File: src/logic/fesr_consts.svh
// Constants of the flash command block: codes, field positions, offsets, counts
// Assumes inclusion by the package only; the top module uses the macros from there
`ifndef FESR_CONSTS_SVH
`define FESR_CONSTS_SVH

`define FESR_CMD_READ        8'h00
`define FESR_CMD_CACHE_PROG  8'h15
`define FESR_CMD_CACHE_READ  8'h31
`define FESR_CMD_ERASE_SETUP 8'h60
`define FESR_CMD_STATUS      8'h70
`define FESR_CMD_DSTATUS     8'h71
`define FESR_CMD_READ_ID     8'h94
`define FESR_CMD_ERASE_GO    8'hd0
`define FESR_CMD_RESET       8'hff

`define FESR_ST_FAIL   0
`define FESR_ST_D0     1
`define FESR_ST_D1     2
`define FESR_ST_RDY    5
`define FESR_ST_CRDY   6
`define FESR_ST_WP     7

`define FESR_ROW_LAST  2'h2
`define FESR_ID_LAST   3'h4
`define FESR_BLK_W     11
`define FESR_BLKS_PER_DISTRICT 1024

`define FESR_CLK_NS          40
`define FESR_RESET_BUSY_NS   1000
`define FESR_RESET_CYCLES    ((`FESR_RESET_BUSY_NS + `FESR_CLK_NS - 1) / `FESR_CLK_NS)
`define FESR_ERASE_CYCLES_RST 16'h0400

`define FESR_OFF_CONFIG  8'h00
`define FESR_OFF_VFAIL   8'h04
`define FESR_OFF_STAT    8'h08
`define FESR_OFF_BLOCKS  8'h0c

`endif

File: src/logic/fesr_pkg.sv
// Types of the flash command block
// Assumes the constants header is on the include path
package fesr_pkg;
  `include "fesr_consts.svh"

  typedef enum logic [2:0] {
    ST_IDLE,
    ST_ERASE_ADDR,
    ST_ERASE_WAIT,
    ST_ID_ADDR,
    ST_BUSY_ERASE,
    ST_BUSY_RESET
  } fesr_state_e;

  typedef enum logic [2:0] {
    OUT_NONE,
    OUT_STATUS,
    OUT_DSTATUS,
    OUT_ID,
    OUT_ARRAY
  } fesr_out_e;

  typedef logic [`FESR_BLK_W-1:0] fesr_blk_t;
endpackage : fesr_pkg

File: src/logic/fesr_sync.sv
// Two-flop synchroniser for a group of pin levels
// Assumes each bit is a level; multi-bit groups settle while the strobe is stable
`timescale 1ns/1ns
module fesr_sync #(
  parameter int WIDTH = 1,
  parameter logic [WIDTH-1:0] INIT = '0
) (
  input  wire logic             i_clock,
  input  wire logic             i_reset,
  input  wire logic             i_clock_enable,
  input  wire logic [WIDTH-1:0] i_async,
  output logic      [WIDTH-1:0] o_sync
);
  logic [WIDTH-1:0] stage1;
  logic [WIDTH-1:0] next_stage1;
  logic [WIDTH-1:0] next_sync;

  always_comb
  begin
    next_stage1 = stage1;
    next_sync   = o_sync;
    if (i_clock_enable)
    begin
      next_stage1 = i_async;
      next_sync   = stage1;
    end
  end

  always_ff @(posedge i_clock or posedge i_reset)
  begin
    if (i_reset)
    begin
      stage1 <= INIT;
      o_sync <= INIT;
    end
    else
    begin
      stage1 <= next_stage1;
      o_sync <= next_sync;
    end
  end
endmodule : fesr_sync

File: src/logic/fesr_top.sv
// Flash command block: dual-district erase, identification, status, reset
// Assumes host strobes are slow against the 25 MHz clock; APB master on the same clock
//
// Design decisions made here: register access over APB and the register offsets.
`timescale 1ns/1ns
module fesr_top
  import fesr_pkg::*;
#(
  parameter logic [7:0] MAKER_CODE  = 8'h5a, // Arbitrary value
  parameter logic [7:0] DEVICE_CODE = 8'ha5, // Arbitrary value
  parameter logic [1:0] CHIPS_FIELD = 2'h1,
  parameter logic [1:0] CELLS_FIELD = 2'h0,
  parameter logic [1:0] PAGE_FIELD  = 2'h3,
  parameter logic [1:0] BLOCK_FIELD = 2'h2,
  parameter logic       WIDE_FIELD  = 1'b0,
  parameter logic [1:0] PLANE_FIELD = 2'h2
) (
  input  wire logic        i_clock,
  input  wire logic        i_reset,
  input  wire logic        i_clock_enable,
  input  wire logic        i_chip_enable_n,
  input  wire logic        i_cmd_latch,
  input  wire logic        i_addr_latch,
  input  wire logic        i_write_strobe_n,
  input  wire logic        i_read_strobe_n,
  input  wire logic        i_write_protect_n,
  input  wire logic [7:0]  i_io,
  output logic      [7:0]  o_io,
  output logic             o_io_oe_n,
  input  wire logic        i_ready_busy_line,
  output logic             o_ready_busy_line,
  output logic             o_ready_busy_line_oe_n,
  output logic             o_erase_voltage_on,
  output logic             o_array_resume,
  input  wire logic        i_psel,
  input  wire logic        i_penable,
  input  wire logic        i_pwrite,
  input  wire logic [7:0]  i_paddr,
  input  wire logic [31:0] i_pwdata,
  output logic      [31:0] o_prdata,
  output logic             o_pready,
  output logic             o_pslverr
);
  localparam logic [15:0] RESET_CYCLES = 16'(`FESR_RESET_CYCLES);

  // Pin side
  logic [13:0] pins;
  logic        ce_n, cle, ale, we_n, re_n, wp_n, we_prev, re_prev;
  logic [7:0]  io_s;
  logic        we_rise, re_rise, cmd_ev, adr_ev;

  // Idle levels: deselected, strobes high, unprotected, so no false edge after reset
  fesr_sync #(.WIDTH(14), .INIT(14'h2700)) u_sync (
    .i_clock        (i_clock),
    .i_reset        (i_reset),
    .i_clock_enable (i_clock_enable),
    .i_async        ({i_chip_enable_n, i_cmd_latch, i_addr_latch, i_write_strobe_n,
                      i_read_strobe_n, i_write_protect_n, i_io}),
    .o_sync         (pins)
  );
  assign {ce_n, cle, ale, we_n, re_n, wp_n, io_s} = pins;
  assign we_rise = we_n & ~we_prev & ~ce_n;
  assign re_rise = re_n & ~re_prev & ~ce_n;
  assign cmd_ev  = we_rise & cle & ~ale;
  assign adr_ev  = we_rise & ale & ~cle;

  // Command state
  fesr_state_e state, next_state;
  fesr_out_e   out_mode, next_out_mode;
  logic [15:0] timer, next_timer;
  logic [1:0]  row_idx, next_row_idx;
  logic [15:0] row_lo, next_row_lo;
  logic [2:0]  id_idx, next_id_idx;
  logic [7:0]  last_cmd, next_last_cmd;
  logic        sel0, sel1, next_sel0, next_sel1;
  fesr_blk_t   blk0, blk1, next_blk0, next_blk1;
  logic        fail0, fail1, next_fail0, next_fail1;
  logic        volt, next_volt, resume, next_resume;
  logic [7:0]  io_byte, next_io_byte;
  logic        next_we_prev, next_re_prev;
  logic        busy;
  fesr_blk_t   new_blk;

  // Software registers
  logic [15:0] erase_cycles, next_erase_cycles;
  logic [1:0]  vfail, next_vfail;
  logic [31:0] rdata, next_rdata;
  logic        slverr, next_slverr;

  // Block number from the three row address bytes (page bits 16:6)
  function automatic fesr_blk_t block_of(input logic [15:0] lo, input logic [7:0] hi);
    block_of = {hi[0], lo[15:8], lo[7:6]};
  endfunction : block_of

  function automatic logic known_offset(input logic [7:0] a);
    known_offset = (a == `FESR_OFF_CONFIG) || (a == `FESR_OFF_VFAIL) ||
                   (a == `FESR_OFF_STAT) || (a == `FESR_OFF_BLOCKS);
  endfunction : known_offset

  assign busy = (state == ST_BUSY_ERASE) || (state == ST_BUSY_RESET);
  assign new_blk = block_of(row_lo, io_s);

  always_comb
  begin
    next_state    = state;
    next_out_mode = out_mode;
    next_timer    = timer;
    next_row_idx  = row_idx;
    next_row_lo   = row_lo;
    next_id_idx   = id_idx;
    next_last_cmd = last_cmd;
    next_sel0     = sel0;
    next_sel1     = sel1;
    next_blk0     = blk0;
    next_blk1     = blk1;
    next_fail0    = fail0;
    next_fail1    = fail1;
    next_volt     = volt;
    next_resume   = 1'b0;
    next_we_prev  = we_n;
    next_re_prev  = re_n;
    next_io_byte  = 8'h00;
    if (busy)
    begin
      if (timer == 16'h0000)
      begin
        next_state = ST_IDLE;
        next_volt  = 1'b0;
        if (state == ST_BUSY_ERASE)
        begin
          next_fail0 = sel0 & vfail[0];
          next_fail1 = sel1 & vfail[1];
          next_sel0  = 1'b0;
          next_sel1  = 1'b0;
        end
      end
      else
        next_timer = timer - 16'h0001;
    end
    if (cmd_ev)
    begin
      next_last_cmd = io_s;
      case (io_s)
        `FESR_CMD_RESET:
        begin
          // Aborts erase and any half-entered sequence
          next_state    = ST_BUSY_RESET;
          next_timer    = RESET_CYCLES - 16'h0001;
          next_volt     = 1'b0;
          next_sel0     = 1'b0;
          next_sel1     = 1'b0;
          next_out_mode = OUT_NONE;
        end
        `FESR_CMD_STATUS: next_out_mode = OUT_STATUS;
        `FESR_CMD_DSTATUS: next_out_mode = OUT_DSTATUS;
        default:
        begin
          // Busy: other commands are dropped, not queued
          if (!busy)
          begin
            next_state = ST_IDLE;
            case (io_s)
              `FESR_CMD_ERASE_SETUP:
              begin
                next_state   = ST_ERASE_ADDR;
                next_row_idx = 2'h0;
                if (state != ST_ERASE_WAIT)
                begin
                  next_sel0 = 1'b0;
                  next_sel1 = 1'b0;
                end
              end
              `FESR_CMD_ERASE_GO:
              begin
                // Confirm without a setup, or under write protect, starts no erase; the state returns to ST_IDLE
                if (state == ST_ERASE_WAIT && wp_n)
                begin
                  next_state = ST_BUSY_ERASE;
                  next_timer = erase_cycles;
                  next_volt  = 1'b1;
                end
              end
              `FESR_CMD_READ_ID: next_state = ST_ID_ADDR;
              `FESR_CMD_READ:
              begin
                if (out_mode == OUT_STATUS || out_mode == OUT_DSTATUS)
                begin
                  next_out_mode = OUT_ARRAY;
                  next_resume   = 1'b1;
                end
              end
              default: next_out_mode = OUT_NONE;
            endcase
          end
        end
      endcase
    end
    else if (adr_ev && !busy)
    begin
      case (state)
        ST_ERASE_ADDR:
        begin
          next_row_idx = row_idx + 2'h1;
          next_row_lo  = {io_s, row_lo[15:8]};
          if (row_idx == `FESR_ROW_LAST)
          begin
            next_state = ST_ERASE_WAIT;
            // Block lsb picks the district; either order, one block of each district, a second of the same district replaces the first
            if (new_blk[0])
            begin
              next_sel1 = 1'b1;
              next_blk1 = new_blk;
            end
            else
            begin
              next_sel0 = 1'b1;
              next_blk0 = new_blk;
            end
          end
        end
        ST_ID_ADDR:
        begin
          next_state    = ST_IDLE;
          next_out_mode = OUT_ID;
          next_id_idx   = 3'h0;
        end
        default: next_state = state;
      endcase
    end
    if (re_rise && out_mode == OUT_ID)
      next_id_idx = (id_idx == `FESR_ID_LAST) ? 3'h0 : id_idx + 3'h1;
    case (out_mode)
      OUT_STATUS:
      begin
        // No cache operations here, so both ready bits track one flag
        next_io_byte[`FESR_ST_FAIL] = fail0 | fail1;
        next_io_byte[`FESR_ST_RDY]  = ~busy;
        next_io_byte[`FESR_ST_CRDY] = ~busy;
        next_io_byte[`FESR_ST_WP]   = wp_n;
      end
      OUT_DSTATUS:
      begin
        next_io_byte[`FESR_ST_FAIL] = fail0 | fail1;
        next_io_byte[`FESR_ST_D0]   = fail0;
        next_io_byte[`FESR_ST_D1]   = fail1;
        next_io_byte[`FESR_ST_RDY]  = ~busy;
        next_io_byte[`FESR_ST_CRDY] = ~busy;
        next_io_byte[`FESR_ST_WP]   = wp_n;
      end
      OUT_ID:
      begin
        case (next_id_idx)
          3'h0: next_io_byte = MAKER_CODE;
          3'h1: next_io_byte = DEVICE_CODE;
          3'h2: next_io_byte = {4'h9, CELLS_FIELD, CHIPS_FIELD};
          3'h3: next_io_byte = {1'b0, WIDE_FIELD, BLOCK_FIELD, 2'h1, PAGE_FIELD};
          3'h4: next_io_byte = {4'h7, PLANE_FIELD, 2'h2};
          default: next_io_byte = 8'h00;
        endcase
      end
      default: next_io_byte = 8'h00;
    endcase
  end

  always_ff @(posedge i_clock or posedge i_reset)
  begin
    if (i_reset)
    begin
      state    <= ST_IDLE;
      out_mode <= OUT_NONE;
      timer    <= 16'h0000;
      row_idx  <= 2'h0;
      row_lo   <= 16'h0000;
      id_idx   <= 3'h0;
      last_cmd <= 8'h00;
      sel0     <= 1'b0;
      sel1     <= 1'b0;
      blk0     <= '0;
      blk1     <= '0;
      fail0    <= 1'b0;
      fail1    <= 1'b0;
      volt     <= 1'b0;
      resume   <= 1'b0;
      io_byte  <= 8'h00;
      we_prev  <= 1'b1;
      re_prev  <= 1'b1;
    end
    else if (i_clock_enable)
    begin
      state    <= next_state;
      out_mode <= next_out_mode;
      timer    <= next_timer;
      row_idx  <= next_row_idx;
      row_lo   <= next_row_lo;
      id_idx   <= next_id_idx;
      last_cmd <= next_last_cmd;
      sel0     <= next_sel0;
      sel1     <= next_sel1;
      blk0     <= next_blk0;
      blk1     <= next_blk1;
      fail0    <= next_fail0;
      fail1    <= next_fail1;
      volt     <= next_volt;
      resume   <= next_resume;
      io_byte  <= next_io_byte;
      we_prev  <= next_we_prev;
      re_prev  <= next_re_prev;
    end
  end

  // Byte is redriven on every read pulse from the held mode
  assign o_io      = io_byte;
  assign o_io_oe_n = ce_n | re_n | (out_mode == OUT_NONE) | (out_mode == OUT_ARRAY);
  // Open drain: only ever pulls low, shared line sensed by others
  assign o_ready_busy_line      = 1'b0;
  assign o_ready_busy_line_oe_n = ~busy;
  assign o_erase_voltage_on     = volt;
  assign o_array_resume         = resume;

  // APB slave: read data captured in setup, zero-wait access while i_clock_enable is high
  always_comb
  begin
    next_erase_cycles = erase_cycles;
    next_vfail        = vfail;
    next_rdata        = rdata;
    next_slverr       = slverr;
    if (i_psel && !i_penable)
    begin
      next_slverr = ~known_offset(i_paddr);
      case (i_paddr)
        `FESR_OFF_CONFIG: next_rdata = {16'h0000, erase_cycles};
        `FESR_OFF_VFAIL:  next_rdata = {30'h0, vfail};
        `FESR_OFF_STAT:   next_rdata = {16'h0000, last_cmd, volt, wp_n, fail1, fail0,
                                        sel1, sel0, busy, ~busy};
        `FESR_OFF_BLOCKS: next_rdata = {5'h0, blk1, 5'h0, blk0};
        default:          next_rdata = 32'h0000_0000;
      endcase
    end
    if (i_psel && i_penable && i_pwrite)
    begin
      if (i_paddr == `FESR_OFF_CONFIG)
        next_erase_cycles = i_pwdata[15:0];
      if (i_paddr == `FESR_OFF_VFAIL)
        next_vfail = i_pwdata[1:0];
    end
  end

  always_ff @(posedge i_clock or posedge i_reset)
  begin
    if (i_reset)
    begin
      erase_cycles <= `FESR_ERASE_CYCLES_RST;
      vfail        <= 2'h0;
      rdata        <= 32'h0000_0000;
      slverr       <= 1'b0;
    end
    else if (i_clock_enable)
    begin
      erase_cycles <= next_erase_cycles;
      vfail        <= next_vfail;
      rdata        <= next_rdata;
      slverr       <= next_slverr;
    end
  end

  assign o_prdata  = (i_psel && i_penable && !i_pwrite) ? rdata : 32'h0000_0000;
  assign o_pready  = i_psel & i_penable & i_clock_enable;
  assign o_pslverr = i_psel & i_penable & slverr;
endmodule : fesr_top

File: config.mk
export PLATFORM = sky130hd
export DESIGN_NAME = fesr_top
export DESIGN_NICKNAME = d
export VERILOG_FILES = /design/src/logic/fesr_pkg.sv /design/src/logic/fesr_sync.sv /design/src/logic/fesr_top.sv
export VERILOG_INCLUDE_DIRS = /design/src /design/src/logic
export SDC_FILE = /design/constraint.sdc
export NUM_CORES = 1
export LEC_CHECK = 0
export BUFFER_PORTS_ARGS = -buffer_cell sky130_fd_sc_hd__buf_2
export CAP_MARGIN = 10
export CORE_AREA = 2 2 121 123
export DETAILED_ROUTE_END_ITERATION = 8
export DIE_AREA = 0 0 123 125
export PLACE_DENSITY = 0.74
export SLEW_MARGIN = 20
export SYNTH_ARGS = -nofsm -noshare
export SYNTH_HDL_FRONTEND = slang
export SYNTH_SLANG_ARGS = --single-unit
export TNS_END_PERCENT = 10
File: constraint.sdc
create_clock -name i_clock -period 11.55 [get_ports i_clock]
set_input_delay 0.5775 -clock i_clock [delete_from_list [all_inputs] [get_ports i_clock]]
set_output_delay 0.5775 -clock i_clock [all_outputs]
set_load 0.02 [all_outputs]
After elaboration in Yosys (flattened, before gate mapping) --
Index checks and enable logic that the tools add are counted.
Storage, ports and cells: register bits 167, output and inout bits 47
Cells by class: add/sub/neg operators 3, eq/ne operators 32, muxes and demuxes 78, bitwise operators 26, reduce and logical (&&, ||, !) cells 38
Operators with widths (number):
- $pmux W27 S4 | 1
- $mux W16 | 6
- $mux W3 | 17
- $pmux W8 S5 | 1
- $mux W1 | 33
- $mux W32 | 1
- $pmux W16 S2 | 1
- $eq A8 B7 Y1 const B | 3
- $eq A8 B8 Y1 const B | 3
- $pmux W3 S2 | 4
- $reduce_and A6 Y1 | 4
- $eq A3 B2 Y1 const B | 6
- $pmux W3 S3 | 2
- $eq A8 B4 Y1 const B | 2
- $logic_not A16 Y1 | 1
- $logic_not A8 Y1 | 2
- $sub A16 B1 Y16 const B | 1
- $eq A3 B3 Y1 const B | 5
- $mux W2 | 7
- $and A1 B1 Y1 | 13
- $ne A5 B2 Y1 const B | 2
- $eq A3 B1 Y1 const B | 3
- $not A1 Y1 | 9
- $eq A8 B3 Y1 const B | 1
- 21 further kinds | 49

Logic depth before layout (Yosys ltp) --
word-level depth 12, depth in mapped cells 9

By module --
Synthesis repeated with hierarchy kept, for this count alone.
Unflattened totals: cells, all modules 713, area total of the unflattened synthesis 7891.3 µm²
Modules (own cells, without submodules):
- fesr_top | instances 1, cells an instance 653, area an instance 6735.2 µm², sequential area each 3206.8 µm²
- fesr_sync | instances 1, cells an instance 60, area an instance 1156.1 µm², sequential area each 710.7 µm²

Worst setup path after synthesis --
No wires, ideal clock.
path kind in2reg, from input i_clock_enable, to register erase_cycles[3], setup time 127 ps, arrival 2317 ps, data required time 11423 ps, path slack 9106 ps, stages 6, cells stage by stage clkbuf_1 inv_1 nor2_1 nand4_1 clkbuf_1 mux2_1
Between the ends: word-level cells in the longest chain between the ends 1
Ends and longest elaborated chain:
- start, declared | RTL line fesr_top.sv:20 | input wire logic i_clock_enable,
- $reduce_and A3 Y1 (no source line)
- end signal, assigned | RTL line fesr_top.sv:352 | erase_cycles <= `FESR_ERASE_CYCLES_RST;
- end signal, assigned | RTL line fesr_top.sv:359 | erase_cycles <= next_erase_cycles;
- end, declared | RTL line fesr_top.sv:85 | logic [15:0] erase_cycles, next_erase_cycles;
Every way passes these cells. A chain may end at the register's enable or synchronous reset.

Worst setup path after layout --
from input i_clock_enable, to register blk0[10]
Between the ends: word-level cells in the longest chain between the ends 1
Ends and longest elaborated chain:
- $reduce_and A6 Y1 (no source line)
- end signal, assigned | RTL line fesr_top.sv:299 | blk0 <= next_blk0;
- end, declared | RTL line fesr_top.sv:76 | fesr_blk_t blk0, blk1, next_blk0, next_blk1;
Every way passes these cells.

==> results.ini <==
[timing]
tightest_slew_ns=0.901
maxSlewHeadroom_pct=39.7
fmax_mhz=268
rsz0062_at_grt=false
slew_viol_final=0
fin_skew_ns=0.00921
hold_violations=0
finalSetupViolations=0
finalSetupTns_ns=0
finalCritPeriodShare_pct=32.3
min_period_ns=3.73

[critical_path]
end_kind=flip-flop
cp.required_ns=11.86
critPathMaxFanout=73
critPathLaunchType=input port
crit_type=input port to flip-flop
critPathArrivalTime_ns=4.05

[cts]
cts_buffers=17
worstSkewPairLatency_ns=0.43
cts_root_buf=clkbuf_16
cts-resized-gates=0
cts_buffer_depth=2
clock_sinks=156
cts_tree=yes
htree_levels=4
holdBufCountCts=0
clk_pin_slew_ns=0.06
post-cts-setup-buffers=0

[synthesis]
async_reset_ff_share_pct=100
netlist_area_sq_um=7590
ys_warn_count=0
synth_ff_type=dfrtp_1
syn_area_per_cell_sq_um=11.1
syn_inst=686
synth_cell_type_count=75
ys_seq_area_share_pct=51.6
ys_ff_latch=156
synth_edf_count=0

[placement]
hpwl_microns=12300
globalplace.congestion=0.906
portBuffers=84

[power]
power_leakage_nw=3.99
power.density_nw_per_um2=168
vdd_ir_drop_max_mv=0.112

[floorplan]
die_area_sq_um=15400
core_sq_um=14200
io_pins=108
die_width_microns=123
start_util_pct=53.4
dieHeight_microns=125
rows=44

[global_routing]
grt_max_degree=86
grt_pass1_wl_microns=28600
grt_pass1_vias=5578
grt_remaining_overflow=0
grt.total_usage_pct=24.1
antenna_found_initial=0

[cells_and_area]
synthToLayoutAreaGrowth_pct=14.4
regArea_sq_um=3920
num-fill-cells=1121
multi_input_area_sq_um=3450
layout_common_cells=dfrtp_1 (145), buf_2 (84), mux2_2 (75), o21ai_0 (59), nand2_1 (56)
layout-drive-gt1-share_pct=29.6
nNetsFinal=823
antenna_cells=0
final_common_cell=dfrtp_1
utilization_pct=61.1

[detailed_routing]
wl_per_cell_microns=18.5
wl_microns=17600
drcViolationCount=0
initialDrtViolationCount=538
routed_via_density=5.85
first_pass_iters=5
postRouteAntennaNets=0
dr_total_vias=5577

[run]
drv_cap=0

[outcome]
status=complete, no violations

[worst_hold_path]
min_path_type=input port to async pin

-- synthesized netlist by cell type (all sizes together), types with 2 or more instances --
library cell | instances | area share (%)
a211o | 2 | 0.23
a211oi | 2 | 0.20
a21oi | 19 | 1.3
a221o | 6 | 0.79
a221oi | 2 | 0.31
a22o | 13 | 1.5
a22oi | 9 | 0.89
a2bb2oi | 3 | 0.43
a31oi | 5 | 0.41
a32oi | 2 | 0.23
and2 | 29 | 2.4
and3 | 4 | 0.33
buf | 17 | 1.3
clkbuf | 23 | 1.1
dfrtp | 145 | 48
dfstp | 11 | 3.8
ha | 5 | 0.82
inv | 16 | 0.79
mux2 | 96 | 14
mux2i | 7 | 0.92
nand2 | 56 | 2.8
nand2b | 7 | 0.58
nand3 | 12 | 0.86
nand4 | 4 | 0.33
nor2 | 42 | 2.2
nor2b | 6 | 0.49
nor3 | 17 | 1.2
nor3b | 4 | 0.40
nor4 | 9 | 1.4
nor4b | 2 | 0.31
o211ai | 3 | 0.30
o21ai | 63 | 4.2
o2bb2ai | 4 | 0.46
o311ai | 2 | 0.23
or2 | 7 | 0.61
or3 | 6 | 0.56
or3b | 2 | 0.23
or4 | 5 | 0.59
xor2 | 2 | 0.23
-- worst max-delay path, cell delays in order --
cell	delay, ns
buf_2	0.08
buf_4	0.58
inv_1	0.61
nor4_4	0.90
nand2_1	0.11
nor2_1	0.71
mux2_2	0.41
-- flip-flops by register name, summed over array words and instances (netlist names), 8 cells and up --
name,flops
blk1,11
last_cmd,8
timer,16
o_io,8
u_sync.stage1,14
blk0,10
u_sync.o_sync,14
erase_cycles,16
row_lo,10
rdata,27
-- stage by stage --
step           setup slack [ns]  instance area (sq um)  hold slack (ns)  std cells  power [mW]
6_report                   7.82                   8680            0.239        953        1.46
4_1_cts                    7.81                   8680            0.260        953        1.47
3_3_place_gp               7.47                   8100            0.448        922       0.903
3_5_place_dp               7.36                   8100            0.452        922       0.920
5_1_grt                    7.53                   8680            0.295        953        1.52
2_1_floorplan              6.78                   7610            0.430        691       0.843
-- area by class of cell --
type	count	share of cell area [%]
timing repair buffer	87	5.14
multi-input combinational	479	39.7
inverter	16	0.749
clock buffer	22	5.35
tap	184	2.65
clock inverter	9	1.30
sequential	156	45.1
-- worst paths after layout --
kind,to,startpoint,slack (ns),cells past startpoint
worst min-delay path,o_io[6],i_reset,0.24,2
min in group i_clock,erase_cycles[3],i_pwdata[3],0.37,2
worst min register to register,rdata[8],rdata[8],0.47,2
max in group asynchronous,erase_cycles[14],i_reset,10.16,3
worst max-delay path,blk0[10],i_clock_enable,7.82,7
worst max register to register,blk0[10],u_sync.o_sync[10],8.16,6
-- kinds of logic (layout without fill, tap and decap cells) --
family	count (synthesis)	count (layout)	synth area share (%)
xor+xnor	3	3	0.346
fa+ha+maj	5	5	0.825
compound gates	146	146	12.8
other cells	1	6	0.0494
mux	104	104	15.5
buf+inv	56	134	3.22
simple gates	215	215	15.6
flops	156	156	51.6
-- metal layers --
metal  wire length [microns]  share of wire, %  GRT usage (%)  vias up
li1                        -                 -              -     2606
met1                    7570                43           31.6     2781
met2                    8770                50           38.2      153
met3                     754               4.3           5.75       37
met4                     533               3.0           10.8        0
met5                       0                 0              0        -
-- power breakdown --
group          switching [mW]  leakage [nW]  internal [mW]  total [mW]
combinational           0.138          1.69          0.103       0.241
clock                   0.218         0.269          0.329       0.548
sequential             0.0603          2.03          0.613       0.673
total                   0.417          3.99           1.04        1.46
Power figures use the tool's default switching activity.
